$ cat config.mk
export PLATFORM = sky130hd
export DESIGN_NAME = smpg_top
export DESIGN_NICKNAME = d
export VERILOG_FILES = /design/src/logic/smpg_gear_scale.v /design/src/logic/smpg_pulse_decode.v /design/src/logic/smpg_top.v
export VERILOG_INCLUDE_DIRS = /design/src /design/src/logic
export SDC_FILE = /design/constraint.sdc
export NUM_CORES = 2
export LEC_CHECK = 0
export ABC_AREA = 1
export BUFFER_PORTS_ARGS = -buffer_cell sky130_fd_sc_hd__buf_2
export CAP_MARGIN = 20
export CORE_UTILIZATION = 60
export CTS_CLUSTER_SIZE = 40
export DETAILED_ROUTE_END_ITERATION = 8
export HOLD_SLACK_MARGIN = 0.15
export MAX_ROUTING_LAYER = met4
export PLACE_DENSITY = 0.81
export SLEW_MARGIN = 10
export SYNTH_ARGS = -nofsm -noshare
export SYNTH_HDL_FRONTEND = slang
export SYNTH_SLANG_ARGS = --single-unit
$ cat constraint.sdc
create_clock -name core_clk -period 24.8 [get_ports core_clk]
set_clock_uncertainty 0.15 [all_clocks]
set_input_delay 4.96 -clock core_clk [delete_from_list [all_inputs] [get_ports core_clk]]
set_output_delay 4.96 -clock core_clk [all_outputs]
set_load 0.02 [all_outputs]
$ cat src/logic/smpg_consts.vh
`ifndef SMPG_CONSTS_VH
`define SMPG_CONSTS_VH
// Register indices; byte address is four times the index
`define SMPG_IDX_MODE 8'h00
`define SMPG_IDX_PULSE_FMT 8'h02
`define SMPG_IDX_GEAR_NUM1 8'h12
`define SMPG_IDX_GEAR_DEN 8'h14
`define SMPG_IDX_SPD_CMD1 8'h20
`define SMPG_IDX_TRQ_CMD1 8'h24
`define SMPG_IDX_GEAR_NUM2 8'h30
`define SMPG_IDX_SMOOTH 8'h34
`define SMPG_IDX_DI_ASSIGN 8'h35
`define SMPG_IDX_STATUS 8'h38
`define SMPG_IDX_POS_CMD 8'h39
// Reset values
`define SMPG_RST_MODE 4'h0
`define SMPG_RST_PULSE_FMT 16'h0002
`define SMPG_RST_GEAR 32'h00000001
`define SMPG_RST_SMOOTH 4'h0
`define SMPG_RST_DI_ASSIGN 3'h0
// Limits
`define SMPG_PULSE_FMT_MAX 16'h1142
`define SMPG_GEAR_NUM_MAX 32'h03FFFFFF
`define SMPG_GEAR_DEN_MAX 32'h7FFFFFFF
// Pulse format fields
`define SMPG_FMT_TYPE_LSB 0
`define SMPG_FMT_FILT_LSB 4
`define SMPG_FMT_LOGIC_BIT 8
`define SMPG_FMT_SRC_BIT 12
`define SMPG_PTYPE_QUAD 4'h0
`define SMPG_PTYPE_CWCCW 4'h1
`define SMPG_PTYPE_PDIR 4'h2
// Mode numbers
`define SMPG_MODE_POS 4'h0
`define SMPG_MODE_SPD 4'h1
`define SMPG_MODE_TRQ 4'h2
`define SMPG_MODE_PS 4'h5
`define SMPG_MODE_PT 4'h6
`define SMPG_MODE_ST 4'h7
`define SMPG_MODE_SPD_INT 4'h8
`define SMPG_MODE_TRQ_INT 4'h9
`define SMPG_MODE_SEQ 4'hA
// Timing: highest pulse rate and the clock
`define SMPG_CLK_HZ 50000000
`define SMPG_PULSE_MAX_PPS 4000000
`define SMPG_PULSE_MIN_CYC (`SMPG_CLK_HZ / `SMPG_PULSE_MAX_PPS)
`endif

$ cat src/logic/smpg_gear_scale.v
`timescale 1ns/1ns
`default_nettype none
module smpg_gear_scale (
  // Clock and control
  input wire core_clk,
  input wire rstn,
  input wire clkEn,
  // Steps and ratio
  input wire stepValid,
  input wire stepDir,
  input wire [31:0] numer,
  input wire [31:0] denom,
  // Scaled command position
  output reg [31:0] cmdPos
);
  reg signed [63:0] acc_r;
  reg [63:0] dvd_r;
  reg [63:0] quo_r;
  reg [32:0] rem_r;
  reg neg_r;
  reg [6:0] bit_r;
  wire [32:0] remSh = {rem_r[31:0], dvd_r[63]};
  wire remGe = remSh >= {1'b0, denom};
  wire [63:0] quoDone = {quo_r[62:0], remGe};
  ////////////////////////////////////////////////////////////////
  // Product accumulates per step; a serial divider keeps the quotient
  always @(posedge core_clk or negedge rstn) begin
    if (!rstn) begin
      acc_r <= 64'sh0;
      dvd_r <= 64'h0;
      quo_r <= 64'h0;
      rem_r <= 33'h0;
      neg_r <= 1'b0;
      bit_r <= 7'h0;
      cmdPos <= 32'h0;
    end else if (clkEn) begin
      if (stepValid) begin
        if (stepDir) acc_r <= acc_r + $signed({32'h0, numer});
        else acc_r <= acc_r - $signed({32'h0, numer});
      end
      if (bit_r == 7'h0) begin
        neg_r <= acc_r[63];
        dvd_r <= acc_r[63] ? (64'h0 - acc_r) : acc_r;
        rem_r <= 33'h0;
        quo_r <= 64'h0;
        bit_r <= 7'h40;
      end else begin
        rem_r <= remGe ? (remSh - {1'b0, denom}) : remSh;
        quo_r <= quoDone;
        dvd_r <= {dvd_r[62:0], 1'b0};
        bit_r <= bit_r - 7'h1;
        if (bit_r == 7'h1) cmdPos <= neg_r ? (32'h0 - quoDone[31:0]) : quoDone[31:0];
      end
    end
  end
endmodule
`default_nettype wire

$ cat src/logic/smpg_pulse_decode.v
`timescale 1ns/1ns
`default_nettype none
`include "smpg_consts.vh"
module smpg_pulse_decode #(
  parameter FILT_W = 4
) (
  // Clock and control
  input wire core_clk,
  input wire rstn,
  input wire clkEn,
  // Synchronised pulse pins and format
  input wire pinA,
  input wire pinB,
  input wire [3:0] pulseType,
  input wire invertLogic,
  input wire [FILT_W-1:0] filtWidth,
  // Count increments
  output reg stepValid,
  output reg stepDir
);
  wire [1:0] raw = {pinB, pinA} ^ {2{invertLogic}};
  reg [1:0] filt_r;
  reg [1:0] prev_r;
  reg [FILT_W-1:0] cnt_r [0:1];
  integer i;
  ////////////////////////////////////////////////////////////////
  // Glitch filter: a level must hold filtWidth+1 cycles to pass
  always @(posedge core_clk or negedge rstn) begin
    if (!rstn) begin
      filt_r <= 2'h0;
      prev_r <= 2'h0;
      for (i = 0; i < 2; i = i + 1) cnt_r[i] <= {FILT_W{1'b0}};
    end else if (clkEn) begin
      prev_r <= filt_r;
      for (i = 0; i < 2; i = i + 1) begin
        if (raw[i] == filt_r[i]) cnt_r[i] <= {FILT_W{1'b0}};
        else if (cnt_r[i] >= filtWidth) begin
          filt_r[i] <= raw[i];
          cnt_r[i] <= {FILT_W{1'b0}};
        end else cnt_r[i] <= cnt_r[i] + 1'b1;
      end
    end
  end
  ////////////////////////////////////////////////////////////////
  // Edge decode into signed unit steps
  wire [1:0] rise = filt_r & ~prev_r;
  wire [1:0] chg = filt_r ^ prev_r;
  always @(posedge core_clk or negedge rstn) begin
    if (!rstn) begin
      stepValid <= 1'b0;
      stepDir <= 1'b0;
    end else if (clkEn) begin
      case (pulseType)
        `SMPG_PTYPE_PDIR: begin
          stepValid <= rise[0];
          stepDir <= filt_r[1];
        end
        `SMPG_PTYPE_CWCCW: begin
          stepValid <= rise[0] ^ rise[1];
          stepDir <= rise[0];
        end
        `SMPG_PTYPE_QUAD: begin
          stepValid <= chg[0] ^ chg[1];
          stepDir <= filt_r[0] ^ prev_r[1];
        end
        default: begin
          stepValid <= 1'b0;
          stepDir <= 1'b0;
        end
      endcase
    end
  end
endmodule
`default_nettype wire

$ cat src/logic/smpg_top.v
// Decided for this implementation: register access over APB.
`timescale 1ns/1ns
`default_nettype none
`include "smpg_consts.vh"
module smpg_top #(
  parameter CMD_W = 16
) (
  // Clock, reset, enable
  input wire core_clk,
  input wire resetn,
  input wire clkEn,
  // APB slave
  input wire [11:0] paddr,
  input wire psel,
  input wire penable,
  input wire pwrite,
  input wire [31:0] pwdata,
  output reg [31:0] prdata,
  output reg pready,
  output reg pslverr,
  // Digital input pins
  input wire servoOnIn,
  input wire pulseInhibitIn,
  input wire gearSel0In,
  input wire gearSel1In,
  input wire cmdSel0In,
  input wire cmdSel1In,
  input wire modeSwitchIn,
  input wire seqTriggerIn,
  input wire homeDoneIn,
  // Pulse pins, main and alternate source
  input wire pulseAIn,
  input wire pulseBIn,
  input wire pulseAAltIn,
  input wire pulseBAltIn,
  // Analog command from the converter, same clock
  input wire [CMD_W-1:0] analogCmd,
  // Mode and command outputs
  output reg posModeActive,
  output reg spdModeActive,
  output reg trqModeActive,
  output reg seqModeActive,
  output reg [CMD_W-1:0] speedCmd,
  output reg [CMD_W-1:0] torqueCmd,
  output reg [31:0] posCmd,
  output reg motorLock,
  output reg homeReq,
  output reg seqRun
);
  localparam SEQ_IDLE = 3'b001;
  localparam SEQ_HOME = 3'b010;
  localparam SEQ_RUN = 3'b100;
  localparam NPIN = 13;

  ////////////////////////////////////////////////////////////////
  // Reset release and pin synchronisers
  reg [1:0] rstSync_r;
  wire rstn = rstSync_r[1];
  always @(posedge core_clk or negedge resetn) begin
    if (!resetn) rstSync_r <= 2'h0;
    else rstSync_r <= {rstSync_r[0], 1'b1};
  end

  reg [NPIN-1:0] pinMeta_r;
  reg [NPIN-1:0] pin_r;
  wire [NPIN-1:0] pinRaw = {pulseBAltIn, pulseAAltIn, pulseBIn, pulseAIn, homeDoneIn,
    seqTriggerIn, modeSwitchIn, cmdSel1In, cmdSel0In, gearSel1In, gearSel0In,
    pulseInhibitIn, servoOnIn};
  always @(posedge core_clk or negedge rstn) begin
    if (!rstn) begin
      pinMeta_r <= {NPIN{1'b0}};
      pin_r <= {NPIN{1'b0}};
    end else if (clkEn) begin
      pinMeta_r <= pinRaw;
      pin_r <= pinMeta_r;
    end
  end
  wire servoOn = pin_r[0];
  wire inhibitPin = pin_r[1];
  wire [1:0] gearSel = pin_r[3:2];
  wire [1:0] cmdSel = pin_r[5:4];
  wire modeSwitch = pin_r[6];
  wire seqTrigger = pin_r[7];
  wire homeDone = pin_r[8];

  ////////////////////////////////////////////////////////////////
  // Register file
  reg [3:0] modeSetting_r;
  reg [3:0] activeMode_r;
  reg [15:0] pulseFmt_r;
  reg [31:0] gearNum_r [0:3];
  reg [31:0] gearDen_r;
  reg [CMD_W-1:0] spdReg_r [0:2];
  reg [CMD_W-1:0] trqReg_r [0:2];
  reg [3:0] smoothK_r;
  reg [2:0] diAssign_r;
  reg [2:0] seqState_r;
  reg seqTrigPrev_r;
  reg signed [31:0] filtPos_r;
  integer k;

  wire inhibitAssigned = diAssign_r[0];
  wire gearSelAssigned = diAssign_r[1];
  wire fixedSetting = diAssign_r[2];

  wire [7:0] regIdx = paddr[9:2];
  wire setupPh = psel & ~penable;
  wire accessWr = psel & penable & pwrite & pready;

  function [31:0] fitCmd;
    input [CMD_W-1:0] v;
    begin
      fitCmd = {{(32-CMD_W){1'b0}}, v};
    end
  endfunction

  function inRange;
    input [31:0] v;
    input [31:0] hi;
    begin
      inRange = (v != 32'h0) && (v <= hi);
    end
  endfunction

  // Decode of an access: mapped, refused, read value
  reg mapped;
  reg refused;
  reg [31:0] rdVal;
  always @* begin
    mapped = 1'b1;
    refused = 1'b0;
    rdVal = 32'h0;
    case (regIdx)
      `SMPG_IDX_MODE: rdVal = {28'h0, modeSetting_r};
      `SMPG_IDX_PULSE_FMT: begin
        rdVal = {16'h0, pulseFmt_r};
        refused = pwrite & (servoOn | (pwdata[15:0] > `SMPG_PULSE_FMT_MAX));
      end
      `SMPG_IDX_GEAR_NUM1: begin
        rdVal = gearNum_r[0];
        refused = pwrite & ~inRange(pwdata, `SMPG_GEAR_NUM_MAX);
      end
      `SMPG_IDX_GEAR_DEN: begin
        rdVal = gearDen_r;
        refused = pwrite & (servoOn | ~inRange(pwdata, `SMPG_GEAR_DEN_MAX));
      end
      `SMPG_IDX_SPD_CMD1: rdVal = fitCmd(spdReg_r[0]);
      `SMPG_IDX_SPD_CMD1 + 8'h1: rdVal = fitCmd(spdReg_r[1]);
      `SMPG_IDX_SPD_CMD1 + 8'h2: rdVal = fitCmd(spdReg_r[2]);
      `SMPG_IDX_TRQ_CMD1: rdVal = fitCmd(trqReg_r[0]);
      `SMPG_IDX_TRQ_CMD1 + 8'h1: rdVal = fitCmd(trqReg_r[1]);
      `SMPG_IDX_TRQ_CMD1 + 8'h2: rdVal = fitCmd(trqReg_r[2]);
      `SMPG_IDX_GEAR_NUM2, `SMPG_IDX_GEAR_NUM2 + 8'h1, `SMPG_IDX_GEAR_NUM2 + 8'h2: begin
        rdVal = gearNum_r[regIdx[1:0] + 2'h1];
        refused = pwrite & ~inRange(pwdata, `SMPG_GEAR_NUM_MAX);
      end
      `SMPG_IDX_SMOOTH: rdVal = {28'h0, smoothK_r};
      `SMPG_IDX_DI_ASSIGN: rdVal = {29'h0, diAssign_r};
      `SMPG_IDX_STATUS: begin
        rdVal = {13'h0, seqState_r, activeMode_r, 2'h0, motorLock, pin_r[8:0]};
        refused = pwrite;
      end
      `SMPG_IDX_POS_CMD: begin
        rdVal = posCmd;
        refused = pwrite;
      end
      default: mapped = 1'b0;
    endcase
    if (paddr[11:10] != 2'h0 || paddr[1:0] != 2'h0) mapped = 1'b0;
  end

  ////////////////////////////////////////////////////////////////
  // APB answer: one access cycle, answer prepared in setup
  always @(posedge core_clk or negedge rstn) begin
    if (!rstn) begin
      prdata <= 32'h0;
      pready <= 1'b0;
      pslverr <= 1'b0;
    end else if (clkEn) begin
      pready <= setupPh;
      pslverr <= setupPh & (~mapped | refused);
      if (setupPh && !pwrite) prdata <= mapped ? rdVal : 32'h0;
    end
  end

  wire wrOk = accessWr & ~pslverr;
  always @(posedge core_clk or negedge rstn) begin
    if (!rstn) begin
      modeSetting_r <= `SMPG_RST_MODE;
      pulseFmt_r <= `SMPG_RST_PULSE_FMT;
      gearDen_r <= `SMPG_RST_GEAR;
      smoothK_r <= `SMPG_RST_SMOOTH;
      diAssign_r <= `SMPG_RST_DI_ASSIGN;
      for (k = 0; k < 4; k = k + 1) gearNum_r[k] <= `SMPG_RST_GEAR;
      for (k = 0; k < 3; k = k + 1) begin
        spdReg_r[k] <= {CMD_W{1'b0}};
        trqReg_r[k] <= {CMD_W{1'b0}};
      end
    end else if (clkEn && wrOk) begin
      case (regIdx)
        `SMPG_IDX_MODE: modeSetting_r <= pwdata[3:0];
        `SMPG_IDX_PULSE_FMT: pulseFmt_r <= pwdata[15:0];
        `SMPG_IDX_GEAR_NUM1: gearNum_r[0] <= pwdata;
        `SMPG_IDX_GEAR_DEN: gearDen_r <= pwdata;
        `SMPG_IDX_SPD_CMD1: spdReg_r[0] <= pwdata[CMD_W-1:0];
        `SMPG_IDX_SPD_CMD1 + 8'h1: spdReg_r[1] <= pwdata[CMD_W-1:0];
        `SMPG_IDX_SPD_CMD1 + 8'h2: spdReg_r[2] <= pwdata[CMD_W-1:0];
        `SMPG_IDX_TRQ_CMD1: trqReg_r[0] <= pwdata[CMD_W-1:0];
        `SMPG_IDX_TRQ_CMD1 + 8'h1: trqReg_r[1] <= pwdata[CMD_W-1:0];
        `SMPG_IDX_TRQ_CMD1 + 8'h2: trqReg_r[2] <= pwdata[CMD_W-1:0];
        `SMPG_IDX_GEAR_NUM2, `SMPG_IDX_GEAR_NUM2 + 8'h1, `SMPG_IDX_GEAR_NUM2 + 8'h2:
          gearNum_r[regIdx[1:0] + 2'h1] <= pwdata;
        `SMPG_IDX_SMOOTH: smoothK_r <= pwdata[3:0];
        `SMPG_IDX_DI_ASSIGN: diAssign_r <= pwdata[2:0];
        default: ;
      endcase
    end
  end

  ////////////////////////////////////////////////////////////////
  // Mode selection
  // The stored mode only reaches the control path while the servo is off,
  // so a running axis changes mode only through modeSwitch in modes 5 to 7.
  always @(posedge core_clk or negedge rstn) begin
    if (!rstn) activeMode_r <= `SMPG_RST_MODE;
    else if (clkEn && !servoOn) activeMode_r <= modeSetting_r;
  end

  // Returns {seq, torque, speed, position}
  function [3:0] modeKind;
    input [3:0] mode;
    input sw;
    begin
      case (mode)
        `SMPG_MODE_POS: modeKind = 4'h1;
        `SMPG_MODE_SPD: modeKind = 4'h2;
        `SMPG_MODE_TRQ: modeKind = 4'h4;
        `SMPG_MODE_SPD_INT: modeKind = 4'h2;
        `SMPG_MODE_TRQ_INT: modeKind = 4'h4;
        `SMPG_MODE_SEQ: modeKind = 4'h8;
        `SMPG_MODE_PS: modeKind = sw ? 4'h2 : 4'h1;
        `SMPG_MODE_PT: modeKind = sw ? 4'h4 : 4'h1;
        `SMPG_MODE_ST: modeKind = sw ? 4'h4 : 4'h2;
        default: modeKind = 4'h0;
      endcase
    end
  endfunction

  wire [3:0] kind = modeKind(activeMode_r, modeSwitch);
  wire noAnalog = (activeMode_r == `SMPG_MODE_SPD_INT) || (activeMode_r == `SMPG_MODE_TRQ_INT);

  // Command source: 00 analog (or zero without analog), else internal register
  function [CMD_W-1:0] pickCmd;
    input [1:0] sel;
    input analogOff;
    input [CMD_W-1:0] ana;
    input [CMD_W-1:0] r1;
    input [CMD_W-1:0] r2;
    input [CMD_W-1:0] r3;
    begin
      case (sel)
        2'h1: pickCmd = r1;
        2'h2: pickCmd = r2;
        2'h3: pickCmd = r3;
        default: pickCmd = analogOff ? {CMD_W{1'b0}} : ana;
      endcase
    end
  endfunction

  ////////////////////////////////////////////////////////////////
  // Position command path
  wire useAlt = pulseFmt_r[`SMPG_FMT_SRC_BIT];
  wire stepValid;
  wire stepDir;
  smpg_pulse_decode #(
    .FILT_W(4)
  ) uDecode (
    .core_clk(core_clk),
    .rstn(rstn),
    .clkEn(clkEn),
    .pinA(useAlt ? pin_r[11] : pin_r[9]),
    .pinB(useAlt ? pin_r[12] : pin_r[10]),
    .pulseType(pulseFmt_r[`SMPG_FMT_TYPE_LSB +: 4]),
    .invertLogic(pulseFmt_r[`SMPG_FMT_LOGIC_BIT]),
    .filtWidth(pulseFmt_r[`SMPG_FMT_FILT_LSB +: 4]),
    .stepValid(stepValid),
    .stepDir(stepDir)
  );

  wire inhibitOn = inhibitAssigned & inhibitPin;
  wire countEn = stepValid & kind[0] & servoOn & ~inhibitOn;
  wire [1:0] numIdx = gearSelAssigned ? gearSel : 2'h0;
  wire [31:0] scaledPos;
  smpg_gear_scale uGear (
    .core_clk(core_clk),
    .rstn(rstn),
    .clkEn(clkEn),
    .stepValid(countEn),
    .stepDir(stepDir),
    .numer(gearNum_r[numIdx]),
    .denom(gearDen_r),
    .cmdPos(scaledPos)
  );

  // First-order smoothing: move by difference over 2^k, at least one count
  wire signed [32:0] posDiff = $signed({scaledPos[31], scaledPos}) - $signed({filtPos_r[31], filtPos_r});
  wire signed [32:0] posStep = posDiff >>> smoothK_r;
  wire signed [32:0] posStepMin = (posStep == 33'sh0 && posDiff != 33'sh0) ?
    (posDiff[32] ? -33'sh1 : 33'sh1) : posStep;
  wire [32:0] posSum = $signed({filtPos_r[31], filtPos_r}) + posStepMin;
  always @(posedge core_clk or negedge rstn) begin
    if (!rstn) filtPos_r <= 32'sh0;
    else if (clkEn) filtPos_r <= $signed(posSum[31:0]);
  end

  ////////////////////////////////////////////////////////////////
  // Motion sequence start: origin return then run
  reg [2:0] seqState_nxt;
  wire trigEdge = seqTrigger & ~seqTrigPrev_r;
  always @* begin
    seqState_nxt = seqState_r;
    case (seqState_r)
      SEQ_IDLE: if (kind[3] && servoOn && trigEdge) seqState_nxt = SEQ_HOME;
      SEQ_HOME: if (!kind[3] || !servoOn) seqState_nxt = SEQ_IDLE;
        else if (homeDone) seqState_nxt = SEQ_RUN;
      SEQ_RUN: if (!kind[3] || !servoOn) seqState_nxt = SEQ_IDLE;
      default: seqState_nxt = SEQ_IDLE;
    endcase
  end

  ////////////////////////////////////////////////////////////////
  // Output registers
  always @(posedge core_clk or negedge rstn) begin
    if (!rstn) begin
      seqState_r <= SEQ_IDLE;
      seqTrigPrev_r <= 1'b0;
      posModeActive <= 1'b0;
      spdModeActive <= 1'b0;
      trqModeActive <= 1'b0;
      seqModeActive <= 1'b0;
      speedCmd <= {CMD_W{1'b0}};
      torqueCmd <= {CMD_W{1'b0}};
      posCmd <= 32'h0;
      motorLock <= 1'b0;
      homeReq <= 1'b0;
      seqRun <= 1'b0;
    end else if (clkEn) begin
      seqState_r <= seqState_nxt;
      seqTrigPrev_r <= seqTrigger;
      posModeActive <= kind[0];
      spdModeActive <= kind[1];
      trqModeActive <= kind[2];
      seqModeActive <= kind[3];
      speedCmd <= kind[1] ? pickCmd(cmdSel, noAnalog | fixedSetting, analogCmd,
        spdReg_r[0], spdReg_r[1], spdReg_r[2]) : {CMD_W{1'b0}};
      torqueCmd <= kind[2] ? pickCmd(cmdSel, noAnalog | fixedSetting, analogCmd,
        trqReg_r[0], trqReg_r[1], trqReg_r[2]) : {CMD_W{1'b0}};
      posCmd <= filtPos_r;
      motorLock <= kind[0] & servoOn & inhibitOn;
      homeReq <= seqState_nxt == SEQ_HOME;
      seqRun <= seqState_nxt == SEQ_RUN;
    end
  end
endmodule
`default_nettype wire

==> results.sh <==
export IMPL_critical_path_top_delay_family="buffers and inverters"
export IMPL_syn_num_nets=6996
export IMPL_fin_cells=7872
export IMPL_globalplace_congestion=1.084
export IMPL_grt_usage_pct=44.73
export IMPL_initialDrtViolationCount=6235
export IMPL_synth_edff_count=0
export IMPL_critPathCapture="prdata[19]"
export IMPL_netlist_instances=6732
export IMPL_leakage_nw=25.11
export IMPL_synthesis_area_mm2=0.04708
export IMPL_grt_pass1_vias=44130
export IMPL_comb_power_share_pct=56.4
export IMPL_net_switching_power_mw=3.267
export IMPL_start_kind="primary input"
export IMPL_drv_cap=0
export IMPL_cts_hold_buf=0
export IMPL_drv_slew=0
export IMPL_yosysSeqAreaShare_pct=37.28
export IMPL_clkLatencyLatePin_ns=0.66
export IMPL_cp_startpoint="paddr[2]"
export IMPL_area_delta_synth_final_pct=9.503
export IMPL_clkTransAtPathRegs_ns=0.06
export IMPL_yosysWarnings=0
export IMPL_internal_power_mw=3.300
export IMPL_path_depth=18
export IMPL_hold_class="flip-flop to flip-flop"
export IMPL_yosysUniqueCellTypes=73
export IMPL_cp_arrival_ns=11.22
export IMPL_routed_wl_um=174700
export IMPL_nFillCells=7059
export IMPL_clkPwrFrac_pct=18.6
export IMPL_period_needed_ns=10.84
export IMPL_relSlewSlack_pct=26.38
export IMPL_reg2regPathDepth=29
export IMPL_ios=184
export IMPL_grt_max_degree=160
export IMPL_die_height_um=282.1
export IMPL_cp_buffers_inverters=9
export IMPL_nets=7028
export IMPL_dr_pass1_iters=9
export IMPL_cts_setup_buffers=0
export IMPL_crit_chain="buf_2, buf_4, clkinv_1, buf_4, ha_1, inv_1, nor2_1, inv_1, nand3_1, nand2_1, clkinv_1, nor2_1, nand4_1, nand2_1, inv_1, nand2_1, buf_4, o21ai_0"
export IMPL_grt_antenna_before_repair=6
export IMPL_wl_per_cell_um=22.19
export IMPL_rows=102
export IMPL_p_seq_share_pct=25.0
export IMPL_r2r_start="diAssign_r[1]"
export IMPL_crit_fanout=72
export IMPL_final_cell_mix="1774 x nand2_1, 922 x o21ai_0, 762 x inv_1"
export IMPL_setup_violations=0
export IMPL_async_flop_share_pct=100.0
export IMPL_power_per_cell_area_mw_per_mm2=127.4
export IMPL_holdCritStartpoint="rstSync_r[0]"
export IMPL_ir_worst_vdd_mv=0.1325
export IMPL_tns_ns=0
export IMPL_dp_cells=7714
export IMPL_start_util_pct=60.67
export IMPL_die_w_um=282.1
export IMPL_hpwlAfterDp_um=128200
export IMPL_synthFlopType="dfrtp_1"
export IMPL_antenna_left=0
export IMPL_grt_setup_unrepaired="no"
export IMPL_grt_pass1_wl_um=263300
export IMPL_swShare_pct=49.75
export IMPL_r2r_slack_ns=17.97
export IMPL_status="finished clean"
export IMPL_die_area_mm2=0.07959
export IMPL_finish_utilization_pct=66.44
export IMPL_clockBufferDepth=3
export IMPL_vias=48600
export IMPL_core_area_mm2=0.07759
export IMPL_io_buffers=183
export IMPL_tightest_slew_ns=1.103
export IMPL_end_kind="flip-flop"
export IMPL_cp_required_ns=25.17
export IMPL_fmax_ghz=0.09222
export IMPL_cts_repair_resized=0
export IMPL_cts_tree="done"
export IMPL_via_per_inst=6.174
export IMPL_syn_avg_cell_area_um2=6.993
export IMPL_drive_gt1_share_pct=7.236
export IMPL_fin_crit_sh_pct=43.72
export IMPL_cts_buffers_inserted=79
export IMPL_h_tree_depth=3
export IMPL_criticalPathCategory="primary input to flip-flop"
export IMPL_max_stage_delay_ns=0.98
export IMPL_drc=0
export IMPL_cts_root_buf="clkbuf_16"
export IMPL_clock_sinks=701
export IMPL_synth_seq_cells=701
export IMPL_finalHoldViolCount=0
export IMPL_grt_overflow_total=0
export IMPL_r2r_end="uGear.acc_r[56]"
export IMPL_final_common_cell="nand2_1"
export IMPL_cp_slowest_cell="clkinv_1"
## registers in the layout, indices dropped and copies added (netlist names), 48 cells and up
name / cells
uGear.acc_r: 64
spdReg_r: 48
gearNum_r: 128
uGear.dvd_r: 64
trqReg_r: 48
## power groups by stage
stage / Sequential [mW] / Combinational (mW) / Clock (mW)
CTS: 1.62 / 3.61 / 1.22
global route: 1.65 / 4.14 / 1.27
global placement: 1.63 / 3.52 / 0
floorplan: 1.55 / 2.67 / 0
finish: 1.64 / 3.71 / 1.22
detailed placement: 1.64 / 3.58 / 0
## cell type report
| class | count | area [um2] | share of cell area [%] |
|---|---|---|---|
| Antenna cell | 5 | 12.51 | 0.02427 |
| Clock buffer | 113 | 2285 | 4.432 |
| Clock inverter | 31 | 421.7 | 0.8179 |
| Inverter | 777 | 2924 | 5.672 |
| Multi-Input combinational cell | 4955 | 25490 | 49.44 |
| Sequential cell | 701 | 17550 | 34.05 |
| Tap cell | 1040 | 1301 | 2.524 |
| Timing Repair Buffer | 250 | 1565 | 3.036 |
## cells by family (layout without fill, tap and decap cells)
| group | count (synthesis) | count (layout) | synth area share, % |
|---|---|---|---|
| XOR/XNOR | 172 | 172 | 3.200 |
| AO/OA/AOI/OAI | 1705 | 1705 | 20.23 |
| AND/OR/NAND/NOR | 2892 | 2892 | 25.61 |
| other | 1 | 6 | 0.007965 |
| flip-flops | 701 | 701 | 37.28 |
| buffers and inverters | 1076 | 1171 | 8.685 |
| adder cells (fa/ha/maj) | 185 | 185 | 4.980 |
## worst reg2reg max path: cells and delay by family, from the launching register on
kind	cells	cell delay [ns]
buffers and inverters	3	1.03
and+or+nand+nor	17	2.48
AOI/OAI and AO/OA	7	1.81
adders and majority gates	2	0.76
DFF	1	0.46
## per-stage QoR
| stage | instance area (um2) | hold slack, ns | setup slack, ns | power [mW] |
|---|---|---|---|---|
| floorplan | 47080 | 0.1812 | 3.676 | 4.220 |
| global placement | 48650 | 0.1841 | 13.76 | 5.150 |
| detailed placement | 48650 | 0.1889 | 13.64 | 5.214 |
| CTS | 51360 | 0.2022 | 14.31 | 6.458 |
| global route | 51550 | 0.2148 | 13.70 | 7.058 |
| finish | 51550 | 0.1992 | 13.96 | 6.566 |
## Yosys cell counts, types with 45 or more instances
cell	count	share of area (%)
nand2_1	1775	14
o21ai_0	922	9.8
inv_1	765	6.1
dfrtp_1	694	37
nor2_1	434	3.5
nand3_1	423	4.5
a21oi_1	377	4.0
clkbuf_1	258	2.1
ha_1	181	4.8
xor2_1	117	2.2
o211ai_1	69	1.1
o22ai_1	65	0.86
nor3_1	61	0.65
xnor2_1	55	1.0
nand4_1	53	0.70
nor4_1	45	0.60
## worst min path at each step
stage	endpoint	slack (ns)	cells past startpoint
finish	rstSync_r[1]	0.20	0
floorplan	rstSync_r[1]	0.18	0
global route	rstSync_r[1]	0.21	0
global placement	rstSync_r[1]	0.18	0
CTS	rstSync_r[1]	0.20	0
detailed placement	rstSync_r[1]	0.19	0
## routing by layer
layer	GRT usage, %	wire, um	vias up
met3	10.71	20940	491
met2	61.55	71550	2821
met1	61.17	71820	22830
met5	-	0	-
li1	-	-	22460
met4	22.34	10350	0
Note: power is estimated with default switching activity, not from simulation.
